**src/rtl/uip_map.svh**
```systemverilog
// Register offsets, field positions, codes and reset values of the interrupt prioritizer
`ifndef UIP_MAP_SVH
`define UIP_MAP_SVH

`define UIP_OFF_IER    8'h00
`define UIP_OFF_IDENT  8'h04
`define UIP_OFF_LSR    8'h08
`define UIP_OFF_MSR    8'h0c
`define UIP_OFF_RHR    8'h10
`define UIP_OFF_THR    8'h14
`define UIP_OFF_FCTL   8'h18
`define UIP_OFF_ISTS   8'h1c
`define UIP_OFF_IMSK   8'h20

`define UIP_IE_RX      0
`define UIP_IE_TX      1
`define UIP_IE_LS      2
`define UIP_IE_MS      3
`define UIP_IE_XOFF    4
`define UIP_IE_FLOW    5
`define UIP_IE_W       6

`define UIP_LS_DR      0
`define UIP_LS_OE      1
`define UIP_LS_HEAD    2
`define UIP_LS_THE     5
`define UIP_LS_FERR    7

`define UIP_FC_EN      0
`define UIP_FC_RXT     8
`define UIP_FC_TXT     16
`define UIP_TRIG_RST   8'h08

`define UIP_NSRC       7
`define UIP_S_LS       0
`define UIP_S_TO       1
`define UIP_S_RXD      2
`define UIP_S_TX       3
`define UIP_S_MS       4
`define UIP_S_XOFF     5
`define UIP_S_FLOW     6

`define UIP_ID_NONE    6'h01
`define UIP_ID_LS      6'h06
`define UIP_ID_TO      6'h0c
`define UIP_ID_RXD     6'h04
`define UIP_ID_TX      6'h02
`define UIP_ID_MS      6'h00
`define UIP_ID_XOFF    6'h10
`define UIP_ID_FLOW    6'h20

`endif

```
**src/rtl/uip_pkg.sv**
```systemverilog
// Types shared by the interrupt prioritizer modules
package uip_pkg;
    typedef enum logic [2:0] {
        SRC_NONE,
        SRC_LS,
        SRC_TO,
        SRC_RXD,
        SRC_TX,
        SRC_MS,
        SRC_XOFF,
        SRC_FLOW
    } uip_src_t;
endpackage

```
**src/rtl/uip_err_if.sv**
```systemverilog
// Receive FIFO error bookkeeping signals between top and tracker
`timescale 1ns/1ps
`default_nettype none
interface uip_err_if;
    logic push;
    logic push_err;
    logic pop;
    logic pop_err;
    logic fifo_err;
    modport tracker (input push, input push_err, input pop, input pop_err, output fifo_err);
    modport owner   (output push, output push_err, output pop, output pop_err, input fifo_err);
endinterface
`default_nettype wire

```
**src/rtl/uip_err_track.sv**
```systemverilog
// Count of erroneous characters held in the receive FIFO
`timescale 1ns/1ps
`default_nettype none
module uip_err_track #(
    parameter int DEPTH = 64
) (
    input  wire logic  clk,   // Device clock
    input  wire logic  srst,  // Synchronous reset
    uip_err_if.tracker eb     // Push/pop error events and aggregate flag
);
    localparam int CW = $clog2(DEPTH + 1);

    logic [CW-1:0] errcnt_ff;
    logic          inc;
    logic          dec;

    assign inc = eb.push & eb.push_err;
    assign dec = eb.pop & eb.pop_err & (errcnt_ff != '0);

    always_ff @(posedge clk) begin
        if (srst) begin
            errcnt_ff <= '0;
        end else if (inc & ~dec) begin
            errcnt_ff <= errcnt_ff + CW'(1);
        end else if (dec & ~inc) begin
            errcnt_ff <= errcnt_ff - CW'(1);
        end
    end

    assign eb.fifo_err = (errcnt_ff != '0);

    err_set_a: assert property (@(posedge clk) disable iff (srst)
        inc && !dec |=> eb.fifo_err)
        else $error("aggregate error flag not set after erroneous push");
    err_last_a: assert property (@(posedge clk) disable iff (srst)
        errcnt_ff == CW'(1) && dec && !inc |=> !eb.fifo_err)
        else $error("aggregate error flag not cleared after last error popped");
endmodule
`default_nettype wire

```
**src/rtl/uip_top.sv**
```systemverilog
// Interrupt source, priority and clearing logic for one serial channel
`timescale 1ns/1ps
`default_nettype none
`include "uip_map.svh"

module uip_top #(
    parameter int DEPTH = 64,
    parameter int CW    = $clog2(DEPTH + 1)
) (
    input  wire logic          clk,          // Device clock, 20 MHz
    input  wire logic          srst,         // Synchronous reset, active high
    input  wire logic          psel,         // APB select
    input  wire logic          penable,      // APB enable
    input  wire logic          pwrite,       // APB direction
    input  wire logic [7:0]    paddr,        // APB byte address
    input  wire logic [31:0]   pwdata,       // APB write data
    output logic      [31:0]   prdata,       // APB read data
    output logic               pready,       // APB ready
    output logic               pslverr,      // APB error on unmapped address
    input  wire logic [CW-1:0] rx_count,     // Receive FIFO fill level
    input  wire logic [7:0]    rx_head_data, // Character at receive FIFO head
    input  wire logic [2:0]    rx_head_err,  // Head break, framing, parity
    input  wire logic          rx_push,      // Character entered receive FIFO
    input  wire logic [2:0]    rx_push_err,  // Its break, framing, parity
    input  wire logic          rx_overrun,   // Overrun event pulse
    input  wire logic          rx_timeout,   // Stale data event pulse
    input  wire logic [CW-1:0] tx_count,     // Transmit FIFO fill level
    input  wire logic          xoff_det,     // Xoff character received
    input  wire logic          xon_det,      // Xon character received
    input  wire logic          special_det,  // Special character received
    input  wire logic [3:0]    modem_delta,  // Modem input change pulses
    input  wire logic          rts_n,        // Request-to-send pin level
    input  wire logic          cts_n,        // Clear-to-send pin level
    output logic               rx_pop,       // Pop receive FIFO head
    output logic               tx_push,      // Push into transmit FIFO
    output logic      [7:0]    tx_data,      // Character to push
    output logic               irq           // Interrupt output, level
);
    logic [31:0]             prdata_ff;
    logic                    pready_ff;
    logic                    pslverr_ff;
    logic [`UIP_IE_W-1:0]    ier_ff;
    logic                    fifo_en_ff;
    logic [CW-1:0]           rx_trig_ff;
    logic [CW-1:0]           tx_trig_ff;
    logic [`UIP_NSRC-1:0]    ists_ff;
    logic [`UIP_NSRC-1:0]    imsk_ff;
    logic                    overrun_ff;
    logic                    timeout_ff;
    logic                    tx_pend_ff;
    logic [3:0]              msr_delta_ff;
    logic                    xoff_char_ff;
    logic                    xoff_spec_ff;
    logic                    flow_ff;
    logic                    rts_q_ff;
    logic                    cts_q_ff;
    logic [CW-1:0]           tx_cnt_q_ff;
    logic                    rx_pop_ff;
    logic                    tx_push_ff;
    logic [7:0]              tx_data_ff;
    logic                    irq_ff;
    logic                    setup;
    logic                    acc;
    logic                    wr;
    logic                    rd;
    logic                    rd_ident;
    logic                    rd_lsr;
    logic                    rd_msr;
    logic                    rd_rhr;
    logic                    wr_thr;
    logic                    rx_nempty;
    logic                    tx_evt;
    logic                    flow_evt;
    logic                    fifo_err;
    logic [7:0]              lsr_val;
    logic [`UIP_NSRC-1:0]    src_pend;
    logic [`UIP_NSRC-1:0]    src_en;
    logic [`UIP_NSRC-1:0]    act;
    logic [5:0]              ident_val;
    uip_pkg::uip_src_t       top_src;
    logic [31:0]             rd_mux;
    logic                    hit;

    uip_err_if err_bus ();
    assign setup     = psel & ~penable;
    assign acc       = psel & penable & pready_ff;
    assign wr        = acc & pwrite;
    assign rd        = acc & ~pwrite;
    assign rd_ident  = rd & (paddr == `UIP_OFF_IDENT);
    assign rd_lsr    = rd & (paddr == `UIP_OFF_LSR);
    assign rd_msr    = rd & (paddr == `UIP_OFF_MSR);
    assign rd_rhr    = rd & (paddr == `UIP_OFF_RHR);
    assign wr_thr    = wr & (paddr == `UIP_OFF_THR);
    assign rx_nempty = (rx_count != '0);

    assign err_bus.push     = rx_push;
    assign err_bus.push_err = |rx_push_err;
    assign err_bus.pop      = rd_rhr & rx_nempty;
    assign err_bus.pop_err  = |rx_head_err;
    assign fifo_err         = err_bus.fifo_err;
    uip_err_track #(
        .DEPTH (DEPTH)
    ) u_err_track (
        .clk  (clk),
        .srst (srst),
        .eb   (err_bus.tracker)
    );

    // Head bits follow the FIFO head and read as zero when empty
    always_comb begin
        lsr_val                 = '0;
        lsr_val[`UIP_LS_DR]     = rx_nempty;
        lsr_val[`UIP_LS_OE]     = overrun_ff;
        lsr_val[`UIP_LS_HEAD +: 3] = rx_nempty ? rx_head_err : 3'h0;
        lsr_val[`UIP_LS_THE]    = (tx_count == '0);
        lsr_val[`UIP_LS_FERR]   = fifo_err;
    end

    // Transmit crossing: fill level falls to the trigger with FIFO enabled, or FIFO drains with it disabled
    assign tx_evt   = fifo_en_ff ? ((tx_count <= tx_trig_ff) && (tx_cnt_q_ff > tx_trig_ff))
                                 : ((tx_count == '0) && (tx_cnt_q_ff != '0));
    assign flow_evt = (rts_n & ~rts_q_ff) | (cts_n & ~cts_q_ff);

    always_comb begin
        src_pend[`UIP_S_LS]   = overrun_ff | fifo_err;
        src_pend[`UIP_S_TO]   = timeout_ff;
        src_pend[`UIP_S_RXD]  = fifo_en_ff ? (rx_count > rx_trig_ff) : rx_nempty;
        src_pend[`UIP_S_TX]   = tx_pend_ff;
        src_pend[`UIP_S_MS]   = |msr_delta_ff;
        src_pend[`UIP_S_XOFF] = xoff_char_ff | xoff_spec_ff;
        src_pend[`UIP_S_FLOW] = flow_ff;
        // Bit order follows the source index, flow pin down to line status
        src_en = {ier_ff[`UIP_IE_FLOW], ier_ff[`UIP_IE_XOFF], ier_ff[`UIP_IE_MS], ier_ff[`UIP_IE_TX],
                  ier_ff[`UIP_IE_RX], ier_ff[`UIP_IE_RX], ier_ff[`UIP_IE_LS]};
    end

    assign act = src_pend & src_en;

    // Scan from the lowest rank so the highest pending source wins
    always_comb begin
        top_src = uip_pkg::SRC_NONE;
        for (int i = `UIP_NSRC - 1; i >= 0; i--) begin
            if (act[i]) begin
                top_src = uip_pkg::uip_src_t'(3'(i + 1));
            end
        end
    end

    // Ident codes indexed by source, in enum order
    localparam logic [5:0] ID_TAB [8] = '{`UIP_ID_NONE, `UIP_ID_LS, `UIP_ID_TO, `UIP_ID_RXD,
        `UIP_ID_TX, `UIP_ID_MS, `UIP_ID_XOFF, `UIP_ID_FLOW};
    assign ident_val = ID_TAB[top_src];

    always_comb begin
        rd_mux = '0;
        hit    = 1'b1;
        case (paddr)
            `UIP_OFF_IER:   rd_mux[`UIP_IE_W-1:0] = ier_ff;
            `UIP_OFF_IDENT: rd_mux[5:0] = ident_val;
            `UIP_OFF_LSR:   rd_mux[7:0] = lsr_val;
            `UIP_OFF_MSR:   rd_mux[3:0] = msr_delta_ff;
            `UIP_OFF_RHR:   rd_mux[7:0] = rx_head_data;
            `UIP_OFF_THR:   rd_mux = '0;
            `UIP_OFF_FCTL: begin
                rd_mux[`UIP_FC_EN]       = fifo_en_ff;
                rd_mux[`UIP_FC_RXT +: CW] = rx_trig_ff;
                rd_mux[`UIP_FC_TXT +: CW] = tx_trig_ff;
            end
            `UIP_OFF_ISTS:  rd_mux[`UIP_NSRC-1:0] = ists_ff;
            `UIP_OFF_IMSK:  rd_mux[`UIP_NSRC-1:0] = imsk_ff;
            default:        hit = 1'b0;
        endcase
    end

    // Bus slave: one wait-free access phase, data latched at setup
    always_ff @(posedge clk) begin
        if (srst) begin
            pready_ff  <= 1'b0;
            pslverr_ff <= 1'b0;
            prdata_ff  <= '0;
        end else begin
            pready_ff  <= setup;
            pslverr_ff <= setup & ~hit;
            if (setup) begin
                prdata_ff <= pwrite ? 32'h0 : rd_mux;
            end
        end
    end

    always_ff @(posedge clk) begin
        if (srst) begin
            ier_ff     <= '0;
            fifo_en_ff <= 1'b0;
            rx_trig_ff <= CW'(`UIP_TRIG_RST);
            tx_trig_ff <= CW'(`UIP_TRIG_RST);
            imsk_ff    <= '0;
        end else if (wr) begin
            if (paddr == `UIP_OFF_IER) begin
                ier_ff <= pwdata[`UIP_IE_W-1:0];
            end
            if (paddr == `UIP_OFF_FCTL) begin
                fifo_en_ff <= pwdata[`UIP_FC_EN];
                rx_trig_ff <= pwdata[`UIP_FC_RXT +: CW];
                tx_trig_ff <= pwdata[`UIP_FC_TXT +: CW];
            end
            if (paddr == `UIP_OFF_IMSK) begin
                imsk_ff <= pwdata[`UIP_NSRC-1:0];
            end
        end
    end

    // Source latches: a new event always wins over its clear
    always_ff @(posedge clk) begin
        if (srst) begin
            overrun_ff   <= 1'b0;
            timeout_ff   <= 1'b0;
            tx_pend_ff   <= 1'b0;
            msr_delta_ff <= '0;
            xoff_char_ff <= 1'b0;
            xoff_spec_ff <= 1'b0;
            flow_ff      <= 1'b0;
            rts_q_ff     <= 1'b1;
            cts_q_ff     <= 1'b1;
            tx_cnt_q_ff  <= '0;
        end else begin
            overrun_ff   <= rx_overrun | (overrun_ff & ~rd_lsr);
            timeout_ff   <= rx_timeout | (timeout_ff & ~rd_rhr);
            tx_pend_ff   <= tx_evt | (tx_pend_ff & ~(rd_ident | wr_thr));
            msr_delta_ff <= modem_delta | (msr_delta_ff & ~{4{rd_msr}});
            xoff_char_ff <= xoff_det | (xoff_char_ff & ~xon_det);
            xoff_spec_ff <= special_det | (xoff_spec_ff & ~rd_lsr);
            flow_ff      <= flow_evt | (flow_ff & ~rd_ident);
            rts_q_ff     <= rts_n;
            cts_q_ff     <= cts_n;
            tx_cnt_q_ff  <= tx_count;
        end
    end

    // Sticky status with write-one-to-clear; a still active source re-sets
    always_ff @(posedge clk) begin
        if (srst) begin
            ists_ff <= '0;
            irq_ff  <= 1'b0;
        end else begin
            if (wr && (paddr == `UIP_OFF_ISTS)) begin
                ists_ff <= (ists_ff & ~pwdata[`UIP_NSRC-1:0]) | act;
            end else begin
                ists_ff <= ists_ff | act;
            end
            irq_ff <= |(ists_ff & imsk_ff);
        end
    end

    always_ff @(posedge clk) begin
        if (srst) begin
            rx_pop_ff  <= 1'b0;
            tx_push_ff <= 1'b0;
            tx_data_ff <= '0;
        end else begin
            rx_pop_ff  <= rd_rhr & rx_nempty;
            tx_push_ff <= wr_thr;
            if (wr_thr) begin
                tx_data_ff <= pwdata[7:0];
            end
        end
    end

    assign prdata  = prdata_ff;
    assign pready  = pready_ff;
    assign pslverr = pslverr_ff;
    assign rx_pop  = rx_pop_ff;
    assign tx_push = tx_push_ff;
    assign tx_data = tx_data_ff;
    assign irq     = irq_ff;

    ident_flag_a: assert property (@(posedge clk) disable iff (srst)
        (ident_val[0] == 1'b0) == (|act))
        else $error("ident pending flag disagrees with enabled sources");
    ls_first_a: assert property (@(posedge clk) disable iff (srst)
        act[`UIP_S_LS] |-> ident_val == `UIP_ID_LS)
        else $error("line status not reported first");
    ls_source_a: assert property (@(posedge clk) disable iff (srst)
        fifo_err |-> src_pend[`UIP_S_LS])
        else $error("aggregate error flag did not raise line status");
    oe_clear_a: assert property (@(posedge clk) disable iff (srst)
        rd_lsr && !rx_overrun |=> !overrun_ff)
        else $error("overrun not cleared by status read");
    to_clear_a: assert property (@(posedge clk) disable iff (srst)
        rd_rhr && !rx_timeout |=> !timeout_ff)
        else $error("time-out not cleared by holding read");
    tx_clear_a: assert property (@(posedge clk) disable iff (srst)
        (rd_ident || wr_thr) && !tx_evt |=> !tx_pend_ff)
        else $error("transmit interrupt not cleared");
    tx_raise_a: assert property (@(posedge clk) disable iff (srst)
        tx_evt |=> tx_pend_ff)
        else $error("transmit event lost");
    xon_clear_a: assert property (@(posedge clk) disable iff (srst)
        xon_det && !xoff_det |=> !xoff_char_ff)
        else $error("Xon did not clear Xoff interrupt");
    spec_clear_a: assert property (@(posedge clk) disable iff (srst)
        rd_lsr && !special_det |=> !xoff_spec_ff)
        else $error("special character interrupt not cleared");
    flow_raise_a: assert property (@(posedge clk) disable iff (srst)
        $rose(rts_n) |=> flow_ff)
        else $error("flow pin rise not captured");
    msr_clear_a: assert property (@(posedge clk) disable iff (srst)
        rd_msr && modem_delta == 4'h0 |=> !src_pend[`UIP_S_MS])
        else $error("modem status not cleared by read");
    head_zero_a: assert property (@(posedge clk) disable iff (srst)
        !rx_nempty |-> lsr_val[`UIP_LS_HEAD +: 3] == 3'h0)
        else $error("head bits nonzero with empty FIFO");
    rxd_level_a: assert property (@(posedge clk) disable iff (srst)
        fifo_en_ff && ier_ff[`UIP_IE_RX] && rx_count > rx_trig_ff |=> ists_ff[`UIP_S_RXD])
        else $error("receive data over trigger not flagged");
    irq_follow_a: assert property (@(posedge clk) disable iff (srst)
        act[`UIP_S_LS] && imsk_ff[`UIP_S_LS] |=> ##1 irq)
        else $error("interrupt output missing for unmasked source");
endmodule
`default_nettype wire

```
**config.mk**
```make
export PLATFORM = sky130hd
export DESIGN_NAME = uip_top
export DESIGN_NICKNAME = d
export VERILOG_FILES = /design/src/rtl/uip_pkg.sv /design/src/rtl/uip_err_if.sv /design/src/rtl/uip_err_track.sv /design/src/rtl/uip_top.sv
export VERILOG_INCLUDE_DIRS = /design/src /design/src/rtl
export SDC_FILE = /design/constraint.sdc
export NUM_CORES = 1
export LEC_CHECK = 0
export BUFFER_PORTS_ARGS = -buffer_cell sky130_fd_sc_hd__buf_2
export CAP_MARGIN = 20
export CORE_ASPECT_RATIO = 0.8
export CORE_MARGIN = 4
export CORE_UTILIZATION = 27
export CTS_CLUSTER_SIZE = 14
export DETAILED_ROUTE_END_ITERATION = 8
export PLACE_DENSITY = 0.51
export SYNTH_ARGS = -nofsm -noshare
export SYNTH_HDL_FRONTEND = slang
export SYNTH_SLANG_ARGS = --single-unit
```
**constraint.sdc**
```tcl
create_clock -name clk -period 7.16 [get_ports clk]
set_input_delay 0.358 -clock clk [delete_from_list [all_inputs] [get_ports clk]]
set_output_delay 0.358 -clock clk [all_outputs]
set_load 0.03 [all_outputs]
```
# After elaboration in Yosys (flattened, before gate mapping)
# Memories as Yosys holds them, arrays and structs flattened.
# Index checks and enable logic that the tools add are counted.
# totals
rom_bits,48
memories,1
word_cells,137
ff_bits,106
inputBits,85
# classes
n_reduce_logical,17
muxes,24
bitwise,57
addsub,2
eq_ne,8
order_cmp,4
# mem_list
memory,depth,width,read_ports,rd_ports_with_merged_regs,wr,line,text
(no name shown),8,6,1,0,0,uip_top.sv:152,assign ident_val = ID_TAB[top_src];
# ops
operator,count
$mux W7,5
$eq A8 B5 Y1 const B,4
$and A1 B1 Y1,25
$mux W3,8
$mux W23,1
$and A7 B7 Y7,3
$pmux W3 S7,1
$reduce_bool A7 Y1,3
$eq A8 B4 Y1 const B,2
$gt A7 B7 Y1,2
$or A7 B7 Y7,2
$mux W6,2
$not A1 Y1,12
$pmux W2 S6,1
$or A1 B1 Y1,10
$reduce_or A9 Y1,1
$eq A8 B3 Y1 const B,1
$eq A8 B6 Y1 const B,1
$logic_not A8 Y1,1
$pmux W1 S8,1
$add A7 B1 Y7 const B,1
$le A7 B7 Y1,1
$logic_not A7 Y1,1
$not A7 Y7,1
15 further kinds,22

# Depth between registers and ports, before layout
# depth
ltp_word,16
mapped_depth,13
mapped_depth_nobuf,12

# Hierarchy
# From an unflattened synthesis, not the netlist that was laid out.
# hier_totals
hier_cells,600
area_unflattened_um2,4979.8
# by_module_without_submodules
mod,seq_area_each_um2,n_inst,area_per_inst_um2,cells_each
uip_top,1781.7,1,4388.0,533
uip_err_track,140.1,1,591.8,67

# Worst setup path before layout
# OpenSTA, ideal clock, no wires.
# synth_path
path_kind,input-to-reg
start,in paddr[3]
end,reg u_err_track.errcnt_ff[6]
t_required_ns,7.032
path_stages,13
arrival_time_ns,3.123
slack_ns,3.910
cell_sequence,buf_2 > nor4_2 > buf_2 > nand3_1 > or4b_1 > ha_1 > inv_1 > ha_1 > and4b_1 > a211oi_1 > o211ai_1 > xnor2_1 > nor2_1
# synth_between
elab_chain_len,8
elab_cells_between_ends,10
classes_between,eq/ne (1); mux (1); bitwise (7); reduce/logical (1)
# synth_lines
element,line,text
from (decl),uip_top.sv:15,"input wire logic [7:0] paddr,"
$eq A8 B5 Y1 (*),--,
$and A1 B1 Y1 (*),uip_top.sv:92,assign rd_rhr = rd & (paddr == `UIP_OFF_RHR);
$and A1 B1 Y1 (*),uip_top.sv:98,assign err_bus.pop = rd_rhr & rx_nempty;
$and A1 B1 Y1 (*) (2 in series),uip_err_track.sv:18,assign dec = eb.pop & eb.pop_err & (errcnt_ff != '0);
$not A1 Y1,uip_err_track.sv:23,end else if (inc & ~dec) begin
$and A1 B1 Y1,uip_err_track.sv:23,
$mux W7 or $reduce_bool A2 Y1 (tied branches),--,
to (signal assigned),uip_err_track.sv:24,errcnt_ff <= errcnt_ff + CW'(1);
to (signal assigned),uip_err_track.sv:26,errcnt_ff <= errcnt_ff - CW'(1);
to (decl),uip_err_track.sv:13,logic [CW-1:0] errcnt_ff;
# Mark *: on every way between the ends. The rest lies on a longest branch, timed or not.
# A chain may end at the register's enable or synchronous reset.

# Worst setup path in the final report
# layout_path
start,"reg pready_ff, in the netlist pready"
end,reg u_err_track.errcnt_ff[6]
# layout_between
elab_chain_len,9
elab_cells_between_ends,11
classes_between,mux (1); bitwise (9); reduce/logical (1)
# layout_lines
element,line,text
from (decl),uip_top.sv:40,logic pready_ff;
from (signal assigned),uip_top.sv:182,pready_ff <= setup;
$and A1 B1 Y1 (*),uip_top.sv:86,assign acc = psel & penable & pready_ff;
$and A1 B1 Y1 (*),uip_top.sv:88,assign rd = acc & ~pwrite;
$and A1 B1 Y1 (*),uip_top.sv:92,
$and A1 B1 Y1 (*),uip_top.sv:98,
$and A1 B1 Y1 (*) (2 in series),uip_err_track.sv:18,
$not A1 Y1,uip_err_track.sv:23,
$and A1 B1 Y1,uip_err_track.sv:23,
$mux W7 or $reduce_bool A2 Y1 (tied branches),--,
# Marks and branches as above.

==> metrics.txt <==
hold path start modem_delta[0]; register bit total from synthesis 96; GRT Total Usage 15.4%; Synth Area in Compound Gates roughly a fifth; Power Total about 1200 uW; CP peak stage delay 570 ps; reg2reg start pready$_SDFF_PP0_; Total Die Area 20700 um2; Num CTS Buffers 9; gpl congestion ~0.85; Mapped Area between 4000 and 5000 um2; CP Max Fanout 6; XOR/XNOR Fraction of Synth Area 1.06%; antenna-violating nets left 0; Yosys top cell area share around two fifths; I/O pin count 130; Bufs and invs on worst path 1; Max Clk Rate around 0.3 GHz; CP required 7380 ps; share of post-route cells with drive strength above 1 21.7%; final worst slack slightly below 4000 ps; mux share of post-synthesis cell area 4.12%; H-tree levels 3; hold endpoint msr_delta_ff[0]$_SDFF_PP0_; die width 160 um; largest net degree at the start of global routing 67; Setup crit end kind register; clk root buf clkbuf_16; CTS tree yes; outcome complete, no violations; Core Rows 44; setup violators final 0; Slew Limit Fails 0; Die H ~130 um; busiest grt layer met2; Worst Skew 9.66 ps; met2 Use GR between 20% and 30%; hold_buf cts 0; CTS Sinks 96; Fin. Hold Viols 0; drt first pass iters 5; worst path arrival time 3520 ps; number of nets in the layout between 700 and 800; DRC 0; R2R depth 12; count leader, synth dfxtp_1; Max-cap violations 0; Hold Path Depth 3; sequential area share after synthesis about two fifths; CP cell instances nand3_1 -> nor2_1 -> nand3_1 -> or4b_1 -> ha_1 -> inv_1 -> ha_1 -> and4b_1 -> a211oi_1 -> o211ai_1 -> xnor2_1 -> nor2_1; pwr/cell area 199 nW/um2; gr ovfl total 0; met3 layer usage reported by global route just over 4%; Core ar. 18100 um2; Starting Density 27.5%; slew margin rel. 31.8%; setup repair bufs after CTS 0; simple-gate share of the synthesized area 24.3%; DP HPWL 12100 um; reg2reg setup slack roughly 3900 ps; port bufs approximately 110; Yosys cell types 72; Synth Area in Adders 7.18%; total number of vias 4704; EDFF count, synth 0; largest family of logic cells by synthesized area simple AND/OR/NAND/NOR gates; Crit-path slowest cell or4b_1; asr flop ratio synth 0%; Worst path top cell family by delay simple AND/OR/NAND/NOR gates; initial antenna violation count 0; Clock Tree Buf Depth 2; Main synth FF type dfxtp_1; area leader, netlist dfxtp_1; Post-Synthesis Cells between 500 and 600; layout overhead on the synthesized area 20.7%; peak supply drop approximately 0.11 mV; Synth warnings 0; critical path class reg -> reg; Reg-to-Reg End u_err_track.errcnt_ff[6]$_SDFFE_PP0P_; post-CTS sizing 0; pre-CTS WS between 3000 and 4000 ps; routed len/inst about 18 um; hold crit path type in -> reg; CP Launch Type register; Routed WL 16200 um; Post-synth top cells dfxtp_1, nand2_1, nor2_1; # diodes 0; Synth Area per Inst 8.47 um2; Worst-Margin Slew 1020 ps; Via-to-Cell Ratio 5.11; RSZ-0062 raised after global routing no; worst hold slack a little under 200 ps; Leak 0.00241 uW; DRT iter0 DRCs a little under 300; minimum clock period ~3300 ps; met1 Resource Use GR roughly 22%; Synth area leaders dfxtp_1, ha_1, a21oi_1; fin crit share 46.1%; first-pass GRT wire length 25000 um; setup total negative slack 0 ps; Skew-Pair Late Insertion Delay approximately 360 ps; vias in the first global route 4472; clock slew at reported path FFs 70 ps
==> cell families (layout without fill, tap and decap cells) <==
| logic type | after synthesis | in the layout |
|---|---|---|
| adder cells (fa/ha/maj) | 28 | 28 |
| multiplexers | 20 | 20 |
| XOR/XNOR | 6 | 6 |
| buffers and inverters | 62 | 155 |
| other | 1 | 10 |
| flip-flops | 96 | 96 |
| AO/OA/AOI/OAI | 141 | 141 |
| AND/OR/NAND/NOR | 234 | 234 |
==> worst min-delay path, stage by stage <==
cell,delay [ps]
buf_2,70
a21oi_1,30
nor2_1,70
==> worst max path at each step <==
| stage | start | endpoint | slack (ps) | cells after the start |
|---|---|---|---|---|
| floorplan | paddr[3] | u_err_track.errcnt_ff[6]$_SDFFE_PP0P_ | 3910 | 13 |
| global placement | paddr[5] | u_err_track.errcnt_ff[6]$_SDFFE_PP0P_ | 3560 | 12 |
| global route | pready$_SDFF_PP0_ | u_err_track.errcnt_ff[6]$_SDFFE_PP0P_ | 3520 | 12 |
| CTS | pready$_SDFF_PP0_ | u_err_track.errcnt_ff[6]$_SDFFE_PP0P_ | 3880 | 12 |
| finish | pready$_SDFF_PP0_ | u_err_track.errcnt_ff[6]$_SDFFE_PP0P_ | 3860 | 12 |
| detailed placement | paddr[5] | u_err_track.errcnt_ff[6]$_SDFFE_PP0P_ | 3550 | 12 |
==> routing by layer <==
metal  vias up  share of wire (%)  routed length (um)
met5         -                  0                   0
met4         0                1.1                 182
met1      2225                 49                7910
met3        15                7.0                1130
met2       142                 43                6980
li1       2322                  -                   -
==> final cells by class <==
class                   count  area, um2
inverters                  23       86.3
clock buffers              10        239
fillers                  1935      12100
clock inverters             6       48.8
repair buffers            116        598
well taps                 230        288
flip-flops and latches     96       1920
multi-input cells         439       2830
==> flip-flops by register name (all words and copies together), names as in the netlist, 4 cells and up <==
register and flops:
ier_ff 6, ists_ff 7, imsk_ff 7, prdata 22
tx_trig_ff 7, msr_delta_ff 4, rx_trig_ff 7, tx_cnt_q_ff 7
u_err_track.errcnt_ff 7, tx_data 8
==> power breakdown <==
group          leakage (uW)  switching [uW]  internal, uW
sequential         0.000780            11.5           547
combinational       0.00149            92.9          60.7
clock              0.000144             232           250
==> placed cells by master, fill, tap and decap left out, types with 3 or more instances in the layout <==
master | netlist | routed
nor2_1 | 58 | 58
a221oi_1 | 4 | 4
a22oi_1 | 25 | 25
a31oi_1 | 4 | 4
o21a_1 | 4 | 4
or4b_1 | 3 | 3
clkbuf_16 | 0 | 9
buf_4 | 11 | 7
a211oi_1 | 4 | 4
dfxtp_1 | 96 | 96
nor3_1 | 8 | 8
nand2_1 | 61 | 61
and3_1 | 3 | 3
xnor2_1 | 5 | 5
and2_1 | 4 | 4
mux2i_1 | 16 | 16
a21oi_1 | 54 | 54
buf_2 | 9 | 109
a21o_1 | 3 | 3
o21ai_0 | 7 | 7
conb_1 | 1 | 10
nand3_1 | 46 | 46
o211ai_1 | 7 | 7
nor4_1 | 5 | 5
nand4_1 | 11 | 11
mux2_1 | 3 | 3
nor2b_1 | 8 | 8
ha_1 | 27 | 27
nor4b_4 | 2 | 3
inv_1 | 23 | 23
inv_6 | 0 | 3
o21ai_1 | 4 | 4
==> per-stage QoR <==
step / cells / area [um2] / utilization, %
3_5_place_dp: 904 / 5720 / 31.6
3_3_place_gp: 904 / 5720 / 31.6
5_1_grt: 920 / 6010 / 33.2
6_report: 920 / 6010 / 33.2
2_1_floorplan: 597 / 5010 / -
4_1_cts: 920 / 6010 / 33.2
Note: power is estimated with default switching activity, not from simulation.
